--- config.mk ---
export PLATFORM = sky130hd
export DESIGN_NAME = lgp_port_e
export DESIGN_NICKNAME = d
export VERILOG_FILES = /design/src/lgp_port_e_pkg.sv /design/src/lgp_port_e.sv
export VERILOG_INCLUDE_DIRS = /design/src
export SDC_FILE = /design/constraint.sdc
export NUM_CORES = 1
export LEC_CHECK = 0
export BUFFER_PORTS_ARGS = -buffer_cell sky130_fd_sc_hd__buf_2
export CAP_MARGIN = 40
export CORE_ASPECT_RATIO = 0.7
export CORE_UTILIZATION = 25
export DETAILED_ROUTE_END_ITERATION = 8
export GPL_TIMING_DRIVEN = 0
export PLACE_DENSITY = 0.54
export SLEW_MARGIN = 20
export SYNTH_ARGS = -nofsm -noshare
export SYNTH_HDL_FRONTEND = slang
export SYNTH_SLANG_ARGS = --single-unit
--- constraint.sdc ---
create_clock -name SYS_CLK_I -period 3.05 [get_ports SYS_CLK_I]
set_input_delay 0.305 -clock SYS_CLK_I [delete_from_list [all_inputs] [get_ports SYS_CLK_I]]
set_output_delay 0.305 -clock SYS_CLK_I [all_outputs]
set_load 0.05 [all_outputs]
--- src/lgp_port_e_defs.svh ---
// register offsets, field positions, reset values for the shared lcd/gpio port e
// assumes an 8-bit register port with a 3-bit word address
`ifndef LGP_PORT_E_DEFS_SVH
`define LGP_PORT_E_DEFS_SVH

`define LGP_OFF_PIN_LEVELS     3'h0
`define LGP_OFF_OUTPUT_LATCH   3'h1
`define LGP_OFF_DIRECTION      3'h2
`define LGP_OFF_PORT_G_PINS    3'h3
`define LGP_OFF_PORT_G_DIR     3'h4
`define LGP_OFF_LCD_CONTROL    3'h5
`define LGP_OFF_LCD_SEG_EN_3   3'h6

`define LGP_PIN_MASK           8'hfb
`define LGP_DIR_RST            8'hfb
`define LGP_LATCH_RST          8'h00
`define LGP_LCD_CONTROL_RST         8'h00
`define LGP_SEGEN_RST          8'h00
`define LGP_LCD_CONTROL_MASK        8'hef

`define LGP_PULLUP_BIT         6
`define LGP_OPEN_DRAIN_BIT     6
`define LGP_LCD_ENABLE_BIT     7
`define LGP_LMUX_LSB           0
`define LGP_LCD_SEGMENT_31_BIT          7
`define LGP_CCP_PIN            7
`define LGP_COM_FIRST_PIN      3
`define LGP_COM_COUNT          4
`define LGP_NO_PIN             2

`endif

--- src/lgp_port_e_pkg.sv ---
// types for the shared lcd/gpio port e
// assumes the constants header is included by the files that need it
package lgp_port_e_pkg;

  typedef enum logic [1:0] {
    LGP_FN_PORT,
    LGP_FN_CCP,
    LGP_FN_LCD,
    LGP_FN_NONE
  } lgp_pin_fn_e;

  typedef struct packed {
    logic       rst_s1;
    logic [7:0] latch;
    logic [7:0] dir;
    logic       pu_en;
    logic       od;
    logic [7:0] lcd_control;
    logic [7:0] segen;
    logic [7:0] rdata;
    logic [7:0] pin_s1;
    logic [7:0] pin_s2;
    logic       fuse_s1;
    logic       fuse_s2;
    logic [7:0] pin_o;
    logic [7:0] oe_n;
    logic [7:0] pu_o;
    logic [7:0] lcd_own;
    logic       capture;
  } lgp_state_s;

endpackage

--- src/lgp_port_e.sv ---
// seven-pin general-purpose port e with lcd common, bias, segment and
// capture/compare channel two pin sharing, plus its register port.
// assumes pins, pull-ups and the pin-map fuse come from outside the clock domain;
// the compare channel and the lcd controller run on SYS_CLK_I.
//
// Summary of operation
// seven pins at bits 0,1,3-7; no bit 2
// each pin has its own direction bit
// direction 0 drives latch, 1 floats, reads pin
// pin or latch write loads latch; reads differ
// any reset sets all pins as inputs
// one shared bit enables all weak pull-ups
// output pins never get a pull-up
// reset clears the shared pull-up enable
// open-drain bit makes channel pin drive low only
// multiplex field claims commons on pins 3-6
// active commons override driver and other functions
// pins 0,1 are bias inputs when lcd on
// bit 2 position is bias three only
// segment 31 on pin 7 overrides port
// channel two on pin 7 when fuse clear
// direction picks compare output or capture input
//
// The register addresses and the address-and-strobe port were decided locally.
`timescale 1ns/1ps
`include "lgp_port_e_defs.svh"

module lgp_port_e #(
  parameter int ADDR_W = 3
) (
  input  wire logic              SYS_CLK_I,
  input  wire logic              RESET_N_I,
  input  wire logic [ADDR_W-1:0] ADDR_I,
  input  wire logic [7:0]        WDATA_I,
  input  wire logic              WR_I,
  input  wire logic              RD_I,
  output logic      [7:0]        RDATA_O,
  input  wire logic [7:0]        PIN_I,
  output logic      [7:0]        PIN_O,
  output logic      [7:0]        PIN_OE_N_O,
  output logic      [7:0]        PULLUP_EN_O,
  output logic      [7:0]        LCD_OWN_O,
  input  wire logic              CHANNEL_TWO_PIN_MAP_FUSE_I,
  input  wire logic              CCP_OUT_I,
  input  wire logic              CCP_OUT_EN_I,
  output logic                   CCP_CAPTURE_O
);
  import lgp_port_e_pkg::*;

  generate
    if (ADDR_W < 3) begin : g_bad_addr
      $error("lgp_port_e: ADDR_W must be at least 3");
    end
  endgenerate

  localparam lgp_state_s ST_RST = '{
    rst_s1:  1'b0,
    latch:   `LGP_LATCH_RST,
    dir:     `LGP_DIR_RST,
    pu_en:   1'b0,
    od:      1'b0,
    lcd_control:  `LGP_LCD_CONTROL_RST,
    segen:   `LGP_SEGEN_RST,
    rdata:   8'h00,
    pin_s1:  8'h00,
    pin_s2:  8'h00,
    fuse_s1: 1'b1,
    fuse_s2: 1'b1,
    pin_o:   8'h00,
    oe_n:    8'hff,
    pu_o:    8'h00,
    lcd_own: 8'h00,
    capture: 1'b0
  };

  localparam logic [7:0] PIN_MASK = `LGP_PIN_MASK;

  lgp_state_s  st_reg;
  lgp_state_s  st_next;
  logic        rst_n_reg;
  logic        rst_n;

  // reset is released through two flops; the first takes a constant, the second takes the first
  always_ff @(posedge SYS_CLK_I or negedge RESET_N_I) begin
    if (!RESET_N_I) begin
      rst_n_reg <= 1'b0;
    end else begin
      rst_n_reg <= 1'b1;
    end
  end

  logic rst_s2_reg;
  always_ff @(posedge SYS_CLK_I or negedge RESET_N_I) begin
    if (!RESET_N_I) begin
      rst_s2_reg <= 1'b0;
    end else begin
      rst_s2_reg <= rst_n_reg;
    end
  end
  assign rst_n = rst_s2_reg;

  // decoded address, wide address bits above the map make the access unmapped
  logic       addr_hit;
  logic [2:0] addr_w;
  assign addr_w   = ADDR_I[2:0];
  assign addr_hit = (ADDR_I >> 3) == '0;

  logic        ccp_mapped;
  logic [7:0]  com_act;
  logic        bias_act;
  logic        seg_act;
  lgp_pin_fn_e fn;
  logic        drv_val;
  logic [7:0]  rd_mux;
  logic [1:0]  lmux;

  always_comb begin
    st_next    = st_reg;
    ccp_mapped = 1'b0;
    com_act    = 8'h00;
    bias_act   = 1'b0;
    seg_act    = 1'b0;
    fn         = LGP_FN_NONE;
    drv_val    = 1'b0;
    rd_mux     = 8'h00;
    lmux       = st_reg.lcd_control[`LGP_LMUX_LSB +: 2];

    st_next.rst_s1  = 1'b1;
    // first stage only feeds the second stage
    st_next.pin_s1  = PIN_I;
    st_next.pin_s2  = st_reg.pin_s1;
    st_next.fuse_s1 = CHANNEL_TWO_PIN_MAP_FUSE_I;
    st_next.fuse_s2 = st_reg.fuse_s1;

    // register writes
    if (WR_I && addr_hit) begin
      case (addr_w)
        `LGP_OFF_PIN_LEVELS,
        `LGP_OFF_OUTPUT_LATCH: st_next.latch = WDATA_I & `LGP_PIN_MASK;
        `LGP_OFF_DIRECTION:    st_next.dir   = WDATA_I & `LGP_PIN_MASK;
        `LGP_OFF_PORT_G_PINS:  st_next.pu_en = WDATA_I[`LGP_PULLUP_BIT];
        `LGP_OFF_PORT_G_DIR:   st_next.od    = WDATA_I[`LGP_OPEN_DRAIN_BIT];
        `LGP_OFF_LCD_CONTROL:  st_next.lcd_control = WDATA_I & `LGP_LCD_CONTROL_MASK;
        `LGP_OFF_LCD_SEG_EN_3: st_next.segen = WDATA_I;
        default: ;
      endcase
    end

    // reads: data stands one cycle, zero otherwise and for unmapped words
    case (addr_w)
      `LGP_OFF_PIN_LEVELS:   rd_mux = st_reg.pin_s2 & `LGP_PIN_MASK;
      `LGP_OFF_OUTPUT_LATCH: rd_mux = st_reg.latch;
      `LGP_OFF_DIRECTION:    rd_mux = st_reg.dir;
      `LGP_OFF_PORT_G_PINS:  rd_mux = {1'b0, st_reg.pu_en, 6'h00};
      `LGP_OFF_PORT_G_DIR:   rd_mux = {1'b0, st_reg.od, 6'h00};
      `LGP_OFF_LCD_CONTROL:  rd_mux = st_reg.lcd_control;
      `LGP_OFF_LCD_SEG_EN_3: rd_mux = st_reg.segen;
      default:               rd_mux = 8'h00;
    endcase
    st_next.rdata = (RD_I && addr_hit) ? rd_mux : 8'h00;

    // pin sharing
    ccp_mapped = !st_reg.fuse_s2;
    bias_act   = st_reg.lcd_control[`LGP_LCD_ENABLE_BIT];
    seg_act    = st_reg.segen[`LGP_LCD_SEGMENT_31_BIT];
    for (int k = 0; k < `LGP_COM_COUNT; k++) begin
      // code n claims commons 0..n on pins 3..3+n
      com_act[`LGP_COM_FIRST_PIN + k] = bias_act && (k <= int'(lmux));
    end

    for (int i = 0; i < 8; i++) begin
      if (!PIN_MASK[i]) begin
        fn = LGP_FN_NONE;
      end else if (com_act[i] || (bias_act && i < 2) || (seg_act && i == `LGP_LCD_SEGMENT_31_BIT)) begin
        fn = LGP_FN_LCD;
      end else if (i == `LGP_CCP_PIN && ccp_mapped && CCP_OUT_EN_I) begin
        fn = LGP_FN_CCP;
      end else begin
        fn = LGP_FN_PORT;
      end
      case (fn)
        LGP_FN_PORT: begin
          drv_val            = st_reg.latch[i];
          st_next.pin_o[i]   = drv_val;
          st_next.oe_n[i]    = st_reg.dir[i];
          st_next.lcd_own[i] = 1'b0;
        end
        LGP_FN_CCP: begin
          drv_val            = CCP_OUT_I;
          // open drain: a high level releases the pin instead of driving it
          st_next.pin_o[i]   = st_reg.od ? 1'b0 : drv_val;
          st_next.oe_n[i]    = st_reg.dir[i] | (st_reg.od & drv_val);
          st_next.lcd_own[i] = 1'b0;
        end
        LGP_FN_LCD: begin
          st_next.pin_o[i]   = 1'b0;
          st_next.oe_n[i]    = 1'b1;
          st_next.lcd_own[i] = 1'b1;
        end
        default: begin
          st_next.pin_o[i]   = 1'b0;
          st_next.oe_n[i]    = 1'b1;
          st_next.lcd_own[i] = (i == `LGP_NO_PIN) && bias_act;
        end
      endcase
      // pull-ups only on port and channel inputs
      st_next.pu_o[i] = st_reg.pu_en && st_reg.dir[i] && (fn == LGP_FN_PORT || fn == LGP_FN_CCP);
    end

    st_next.capture = ccp_mapped && st_reg.dir[`LGP_CCP_PIN] && !seg_act
                      && st_reg.pin_s2[`LGP_CCP_PIN];
  end

  always_ff @(posedge SYS_CLK_I or negedge rst_n) begin
    if (!rst_n) begin
      st_reg <= ST_RST;
    end else begin
      st_reg <= st_next;
    end
  end

  assign RDATA_O       = st_reg.rdata;
  assign PIN_O         = st_reg.pin_o;
  assign PIN_OE_N_O    = st_reg.oe_n;
  assign PULLUP_EN_O   = st_reg.pu_o;
  assign LCD_OWN_O     = st_reg.lcd_own;
  assign CCP_CAPTURE_O = st_reg.capture;
endmodule // lgp_port_e

== After elaboration in Yosys (flattened, before gate mapping) ==
Cells that the tools add are included.
Word-level totals
  bits in registers: 89
  bits of input ports: 26
  output and inout bits: 41
Cells by class
  $lt $le $gt $ge: 3
  equality and inequality tests: 16
  multiplexer cells: 28
  bitwise logic cells: 8
  reduce and logical (&&, ||, !) cells: 41
Operators by type and width (number)
  one-hot mux 8 bit (7 select lines): 1
  one-hot mux 1 bit (2 select lines): 14
  logical AND 1 bit: 21
  AND reduction 2 bit: 6
  == test 2 x 1 -> 1 bit, second input constant: 5
  == test 2 bit, second input constant: 5
  zero test 2 bit: 5
  2-to-1 mux 2 bit: 5
  == test 3 bit, second input constant: 3
  2-to-1 mux 8 bit: 1
  2-to-1 mux 1 bit: 7
  OR 1 bit: 7
  == test 3 x 2 -> 1 bit, second input constant: 2
  logical OR 1 bit: 5
  less-or-equal comparator 2 bit, first input constant: 2
  == test 3 x 1 -> 1 bit, second input constant: 1
  zero test 3 bit: 1
  less-or-equal comparator 1 x 2 -> 1 bit, first input constant: 1
  zero test 1 bit: 2
  OR reduction 2 bit: 1
  AND 1 bit: 1

== Depth between registers and ports, before layout ==
Gate-level depths: netlist of run 1.
  depth in word-level cells: 7
  depth in mapped cells: 6

== Least setup slack after synthesis of run 1 ==
No wires, ideal clock.
  path type: input to register
  start point: input ADDR_I[0]
  end point: register st_reg[77] (netlist name)
  setup time: 82 ps
  arrival time: 1272 ps
  data required time: 2968 ps
  setup slack: 1695 ps
  stages on the path: 6
  buffers on the path: 3
  cells stage by stage: buf_4 -> nor2b_2 -> buf_6 -> and3b_1 -> buf_6 -> mux2_4
Between the ends
  longest elaborated chain between the ends: 2
RTL lines
  start: declaration: RTL line lgp_port_e.sv:33  | input wire logic [ADDR_W-1:0] ADDR_I,
  == test 3 x 2 -> 1 bit: RTL line lgp_port_e.sv:137  | case (addr_w)
  AND reduction 2 bit (no source line)
  end signal: assignment: RTL line lgp_port_e.sv:218  | st_reg <= st_next;
  end: declaration: RTL line lgp_port_e.sv:78  | lgp_state_s st_reg;
No other way between the ends.
A chain may end at the register's enable or synchronous reset.

==> run_results.csv, run 1 <==
group,metric,value,unit
cells_and_area,insertedDiodeCount,0,
placement,detailedPlace.worstSlack,1.31,ns
power,power_leakage,2.08,nW
die,std_cell_rows,35,
sta,hold_ws,0.0664,ns
sta,fmaxAchievable,636,MHz
run,timing.max_cap.violations,0,
critical_path,critical_path_arrival,1.77,ns
worst_hold_path,whs_endpoint,"st_next[33]",
power,ir_drop,0.000292,V
sta,finalWorstSetupSlack,1.48,ns
drt,detail-route-antenna-nets,0,
drt,wirelength,7310,um
clock_network,worst_skew_pair_later_pin_latency,0.33,ns
critical_path,r2r_cells,3,
sta,hold_violations,0,
critical_path,critical_path_required,3.24,ns
sta,slew_violations,0,
critical_path,cp-start-kind,"flop",
die,initial_utilization,26.0,%
critical_path,worstSetupStartpoint,"bias_act",
sta,rsz_0062_raised_after_global_routing,"no",
drt,via_count,2063,
drt,drcViolationCount,0,
cells_and_area,fillers,1390,
critical_path,endpoint_type_of_the_worst_setup_path,"flop",
drt,vias_per_cell,3.96,
critical_path,reg2reg_to,"RDATA_O[7]",
synthesis,post_synth_instance_area,3490,um^2
critical_path,regToRegStartpoint,"bias_act",
grt,antenna_violations_before_repair,0,
critical_path,reg2reg_setup_slack,1.48,ns
synthesis,synth.yosys.seq_area_share,60.9,%
grt,global_route.usage.total,10.9,%
placement,hpwlAfterDp,5210,um
die,ioPinCount,67,
drt,wl_per_cell,14.0,um
grt,grt_first_pass_wirelength,11500,um
synthesis,synth-seq-cells,84,
power,internal_power,2.25,mW
synthesis,yosys_warnings,0,
die,die-height,101,um
grt,grt_pass1_vias,2103,
sta,fin_tns_setup,0,ns
synthesis,synth.lib_cells_used.distinct,36,
sta,minimum_clock_period,1.57,ns
synthesis,syn_area_per_cell,13.6,um^2
die,die_x,143,um
power,power_density,766,nW/um^2
placement,place_area,4060,um^2
synthesis,synth_largest_type_area_fraction,48.8,%
power,combinationalPowerShare,25.9,%
worst_hold_path,worstHoldStart,"CHANNEL_TWO_PIN_MAP_FUSE_I",
power,power.clock.fraction,30.5,%
power,switchingPower,1.09,mW
clock_network,cts_buf_count,9,
clock_network,clkTransAtPathRegs,0.06,ns
cells_and_area,area_growth,24.8,%
critical_path,criticalPathCategory,"flop to flop",
placement,port_buffers,60,
clock_network,cts_max_level,3,
power,switching_share,32.6,%
run_status,status,"completed",
clock_network,cts.sinks,84,
drt,drtPass1Iterations,4,
worst_hold_path,worstHoldPathCells,1,
die,overall_die_area,14400,um^2
cells_and_area,finalNetCount,357,
sta,setup_violations,0,
clock_network,ctsResizeCount,0,
cells_and_area,post-route-util,32.5,%
cells_and_area,drive_above_1_share,56.0,%
sta,timing.final.crit_share,51.6,%
drt,drtIter0Drc,102,
sta,timing_worst_slew_pin_value,0.783,ns
sta,fin_worst_skew,0.00641,ns
cells_and_area,largest_register_ff_count,35,
power,seq_power_share,43.6,%
grt,grt_start_max_net_pins,54,
die,placeableCoreArea,13400,um^2
synthesis,synth_cells,256,
clock_network,tritoncts,"yes",
clock_network,clock_tree.buffer_depth,2,
placement,rd_place_congestion,0.731,
worst_hold_path,hold_class,"primary input to flop",
clock_network,ctsRootBufferMaster,"sky130_fd_sc_hd__clkbuf_16",
synthesis,netlist_top_cells_area,"sky130_fd_sc_hd__dfrtp_1 49%, sky130_fd_sc_hd__dfstp_2 12%, sky130_fd_sc_hd__buf_4 9.0%",
grt,grt_overflow_total,0,
cells_and_area,design_area,4350,um^2
synthesis,synth_top_cell_by_area,"sky130_fd_sc_hd__dfrtp_1",
critical_path,critPathMaxFanout,10,
sta,max-slew-margin-rel,47.6,%
[power groups by stage]
| stage | logic, mW | registers, mW | clock network, mW |
|---|---|---|---|
| after floorplan | 0.705 | 1.43 | 0 |
| after global placement | 0.842 | 1.48 | 0 |
| after detailed placement | 0.870 | 1.47 | 0 |
| after CTS | 0.873 | 1.45 | 1.05 |
| after global routing | 0.918 | 1.48 | 1.10 |
| final | 0.863 | 1.45 | 1.02 |
[critical path: stages (launching register included)]
cell and delay (ns):
sky130_fd_sc_hd__dfrtp_1 0.41, sky130_fd_sc_hd__clkbuf_1 0.45, sky130_fd_sc_hd__a22oi_1 0.17, sky130_fd_sc_hd__a221oi_1 0.40
[timing repair]
item,in CTS,in global routing
buffers inserted,0,0
hold buffers,1,0
endpoints found under the hold margin,2,0
setup endpoints to repair,0,0
[worst max path at each step]
stage	end
2_1_floorplan	CCP_CAPTURE_O
3_3_place_gp	PIN_O[4]
3_5_place_dp	st_reg[92]
4_1_cts	RDATA_O[7]
5_1_grt	RDATA_O[7]
6_report	RDATA_O[7]
[cells in the mapped netlist]
master	number
sky130_fd_sc_hd__a211oi_1	1
sky130_fd_sc_hd__a21oi_1	8
sky130_fd_sc_hd__a221oi_1	5
sky130_fd_sc_hd__a22oi_1	6
sky130_fd_sc_hd__a311o_1	1
sky130_fd_sc_hd__and2_1	6
sky130_fd_sc_hd__and3_1	3
sky130_fd_sc_hd__and3b_1	2
sky130_fd_sc_hd__buf_2	4
sky130_fd_sc_hd__buf_4	42
sky130_fd_sc_hd__buf_6	3
sky130_fd_sc_hd__clkbuf_1	3
sky130_fd_sc_hd__conb_1	2
sky130_fd_sc_hd__dfrtp_1	68
sky130_fd_sc_hd__dfstp_2	16
sky130_fd_sc_hd__inv_1	4
sky130_fd_sc_hd__mux2_2	24
sky130_fd_sc_hd__mux2_4	7
sky130_fd_sc_hd__mux2i_1	8
sky130_fd_sc_hd__nand2_1	4
sky130_fd_sc_hd__nand2b_1	3
sky130_fd_sc_hd__nand3_1	3
sky130_fd_sc_hd__nand3_2	2
sky130_fd_sc_hd__nand3b_1	2
sky130_fd_sc_hd__nand4b_1	3
sky130_fd_sc_hd__nor2_1	2
sky130_fd_sc_hd__nor2b_1	6
sky130_fd_sc_hd__nor2b_2	2
sky130_fd_sc_hd__nor3_1	2
sky130_fd_sc_hd__nor3b_2	1
sky130_fd_sc_hd__nor4bb_1	1
sky130_fd_sc_hd__o21a_1	1
sky130_fd_sc_hd__o21ai_0	1
sky130_fd_sc_hd__o311a_1	1
sky130_fd_sc_hd__or2_2	8
sky130_fd_sc_hd__or3b_2	1
[metrics by stage]
| step | std cells | total power [mW] |
|---|---|---|
| after detailed placement | 504 | 2.34 |
| after global placement | 503 | 2.32 |
| after global routing | 521 | 3.50 |
| after floorplan | 258 | 2.14 |
| final | 521 | 3.34 |
| after CTS | 521 | 3.38 |
[cell families (layout without fill, tap and decap cells)]
kind of cell | after synthesis | after routing | share of synthesized area, %
DFF | 84 | 84 | 60.9
buffers and inverters | 56 | 134 | 11.3
and+or+nand+nor | 51 | 51 | 9.69
muxes | 39 | 39 | 13.1
AOI/OAI and AO/OA | 24 | 24 | 4.84
other | 2 | 4 | 0.215
[routing by layer]
metal	vias up	global-route usage, %	routed length [um]
met1	1013	14.7	3650
met2	56	16.1	3140
met4	0	3.56	89
met5	-	0	0
met3	13	4.04	433
li1	981	-	-
[cell usage in the layout (no fill, tap or decap), types with 2 or more instances in the layout]
master / count
sky130_fd_sc_hd__nand3_2: 2
sky130_fd_sc_hd__nand3_1: 3
sky130_fd_sc_hd__mux2_2: 24
sky130_fd_sc_hd__conb_1: 4
sky130_fd_sc_hd__buf_6: 3
sky130_fd_sc_hd__nor2b_2: 2
sky130_fd_sc_hd__or2_2: 8
sky130_fd_sc_hd__clkbuf_1: 3
sky130_fd_sc_hd__dfrtp_1: 67
sky130_fd_sc_hd__mux2i_1: 8
sky130_fd_sc_hd__a221oi_1: 5
sky130_fd_sc_hd__and3_1: 3
sky130_fd_sc_hd__and2_1: 6
sky130_fd_sc_hd__a21oi_1: 8
sky130_fd_sc_hd__inv_1: 4
sky130_fd_sc_hd__nand2b_1: 3
sky130_fd_sc_hd__nand4b_1: 3
sky130_fd_sc_hd__nor2_1: 2
sky130_fd_sc_hd__nand2_1: 4
sky130_fd_sc_hd__nor3_1: 2
sky130_fd_sc_hd__nor2b_1: 6
sky130_fd_sc_hd__inv_6: 2
sky130_fd_sc_hd__buf_2: 64
sky130_fd_sc_hd__a22oi_1: 6
sky130_fd_sc_hd__clkinvlp_4: 2
sky130_fd_sc_hd__clkbuf_16: 9
sky130_fd_sc_hd__and3b_1: 2
sky130_fd_sc_hd__dfstp_2: 16
sky130_fd_sc_hd__mux2_4: 7
sky130_fd_sc_hd__buf_4: 42
sky130_fd_sc_hd__nand3b_1: 2
[area by class of cell]
cell class / count / area (um^2) / area share [%]
tap: 185 / 231 / 5.32
inverter: 4 / 15.0 / 0.345
timing repair buffer: 62 / 338 / 7.76
clock inverter: 6 / 46.3 / 1.06
sequential: 84 / 2130 / 48.8
multi-input combinational: 118 / 977 / 22.4
buffer: 52 / 380 / 8.74
clock buffer: 10 / 239 / 5.49
No activity file was read; power rests on OpenSTA's default activity.
==> run 2, diff against run 1 <==
--- a/config.mk
+++ b/config.mk
@@ -12,7 +12,7 @@
 export CORE_UTILIZATION = 25
 export DETAILED_ROUTE_END_ITERATION = 8
 export GPL_TIMING_DRIVEN = 0
-export PLACE_DENSITY = 0.54
+export PLACE_DENSITY = 0.56
 export SLEW_MARGIN = 20
 export SYNTH_ARGS = -nofsm -noshare
 export SYNTH_HDL_FRONTEND = slang
==> constraint.sdc (replaced) <==
create_clock -name SYS_CLK_I -period 1.3 [get_ports SYS_CLK_I]
set_input_delay 0.13 -clock SYS_CLK_I [delete_from_list [all_inputs] [get_ports SYS_CLK_I]]
set_output_delay 0.13 -clock SYS_CLK_I [all_outputs]
set_load 0.05 [all_outputs]
==> run_results.csv, run 2 (synthesis gave the netlist of run 1 again) <==
group,metric,value,unit
run_status,status,"completed",
clock_network,tritoncts,"yes",
die,die_x,143,um
drt,via_count,2110,
die,overall_die_area,14400,um^2
clock_network,clock_tree.buffer_depth,2,
sta,fin_worst_skew,0.00631,ns
worst_hold_path,hold_class,"primary input to flop",
critical_path,criticalPathCategory,"flop to flop",
placement,hpwlAfterDp,5090,um
grt,grt_use_met2,16.4,%
cells_and_area,final_common_cell,"sky130_fd_sc_hd__dfrtp_1",
cells_and_area,final_cell_mix,"67 x sky130_fd_sc_hd__dfrtp_1, 57 x sky130_fd_sc_hd__buf_2, 53 x sky130_fd_sc_hd__buf_4",
power,switching_share,32.5,%
cells_and_area,fin_cells,533,
cells_and_area,area_growth,30.2,%
critical_path,critPathMaxFanout,4,
critical_path,regToRegStartpoint,"st_reg[77]",
sta,setup_violations,0,
sta,minimum_clock_period,1.27,ns
worst_hold_path,whs_endpoint,"st_reg[61]",
clock_network,cts.sinks,84,
sta,timing.final.crit_share,97.3,%
grt,grt_overflow_total,0,
die,die-height,101,um
critical_path,critical_path_arrival,1.49,ns
placement,rd_place_congestion,0.732,
critical_path,r2r_cells,3,
drt,vias_per_cell,3.96,
sta,hold_ws,0.0458,ns
drt,detail-route-antenna-nets,0,
sta,rsz_0062_raised_after_global_routing,"yes",
die,std_cell_rows,35,
die,placeableCoreArea,13400,um^2
cells_and_area,drive_above_1_share,56.9,%
grt,antenna_violations_before_repair,0,
power,seq_power_share,42.5,%
clock_network,clkTransAtPathRegs,0.06,ns
power,power_density,1760,nW/um^2
placement,port_buffers,60,
critical_path,reg2reg_to,"RDATA_O[0]",
sta,slew_violations,0,
grt,grtUsageMet3,4.28,%
sta,fmaxAchievable,790,MHz
power,combinationalPowerShare,27.3,%
drt,wl_per_cell,13.8,um
cells_and_area,design_area,4540,um^2
sta,hold_violations,0,
die,ioPinCount,67,
cells_and_area,multi_input_area,1040,um^2
sta,fin_tns_setup,0,ns
critical_path,critical_path_required,1.53,ns
placement,detailedPlace.worstSlack,-0.277,ns
placement,place_area,4050,um^2
clock_network,worst_skew_pair_later_pin_latency,0.34,ns
worst_hold_path,worstHoldStart,"WDATA_I[2]",
sta,timing_worst_slew_pin_value,0.775,ns
drt,drcViolationCount,0,
power,power.clock.fraction,30.2,%
drt,drtPass1Iterations,4,
critical_path,endpoint_type_of_the_worst_setup_path,"flop",
grt,peak_usage_layer_in_the_global_routing_report,"met2",
power,internal_power,5.37,mW
drt,drtIter0Drc,72,
cells_and_area,sequential_cell_area,2130,um^2
power,power_leakage,2.16,nW
grt,grt_start_max_net_pins,43,
cells_and_area,insertedDiodeCount,0,
grt,grt_pass1_vias,2114,
sta,finalWorstSetupSlack,0.0349,ns
grt,global_route.usage.total,11.0,%
die,initial_utilization,26.0,%
run,timing.max_cap.violations,0,
cells_and_area,largest_register_ff_count,35,
placement,dp.cells,504,
grt,grt_first_pass_wirelength,11500,um
cells_and_area,finalNetCount,369,
drt,wirelength,7330,um
power,ir_drop,0.000689,V
cells_and_area,fillers,1374,
sta,max-slew-margin-rel,48.1,%
critical_path,cp-start-kind,"flop",
critical_path,reg2reg_setup_slack,0.03,ns
worst_hold_path,worstHoldPathCells,2,
clock_network,cts_max_level,3,
clock_network,ctsRootBufferMaster,"sky130_fd_sc_hd__clkbuf_16",
clock_network,cts_buf_count,9,
power,switchingPower,2.59,mW
grt,use_met1,14.5,%
run 2: repair_timing:
action	CTS	global route
gates resized for setup	14	6
endpoints found under the hold margin	10	0
hold buffers	9	0
pin swaps	1	3
setup buffers	2	2
endpoints found under the setup margin	16	7
run 2: power groups by stage:
stage	Sequential [mW]	Clock (mW)	Combinational [mW]
floorplan	3.37	0	1.65
global placement	3.47	0	1.98
detailed placement	3.46	0	2.03
CTS	3.40	2.48	2.15
global route	3.45	2.60	2.32
finish	3.39	2.41	2.18
run 2: worst max path at each step:
stage	start	to	depth (start not counted)
2_1_floorplan	st_reg[84]	RDATA_O[7]	3
3_3_place_gp	bias_act	RDATA_O[7]	3
3_5_place_dp	bias_act	RDATA_O[7]	3
4_1_cts	st_reg[84]	RDATA_O[7]	3
5_1_grt	st_reg[77]	RDATA_O[0]	3
6_report	st_reg[77]	RDATA_O[0]	3
run 2: critical path, cell delays in order (launching register included):
cell                       delay [ns]
sky130_fd_sc_hd__dfstp_2         0.54
sky130_fd_sc_hd__mux2i_1         0.07
sky130_fd_sc_hd__or2_4           0.23
sky130_fd_sc_hd__a221oi_2        0.31
run 2: final cells by class:
cell class | instances | share of cell area [%]
buffer | 52 | 8.46
timing repair buffer | 74 | 10.1
multi-input combinational | 118 | 22.9
tap | 185 | 5.10
clock buffer | 10 | 5.26
clock inverter | 6 | 1.05
inverter | 4 | 0.331
sequential | 84 | 46.8
run 2: per-layer routing:
layer  routed length [um]  share of wire [%]
met4                   85                1.2
met1                 3470                 47
met5                    0                  0
met3                  476                6.5
met2                 3300                 45
run 2: stage by stage:
stage	power, mW	utilization [%]
2_1_floorplan	5.02	-
3_3_place_gp	5.44	30.1
3_5_place_dp	5.49	30.2
4_1_cts	8.03	33.6
5_1_grt	8.37	33.9
6_report	7.97	33.9
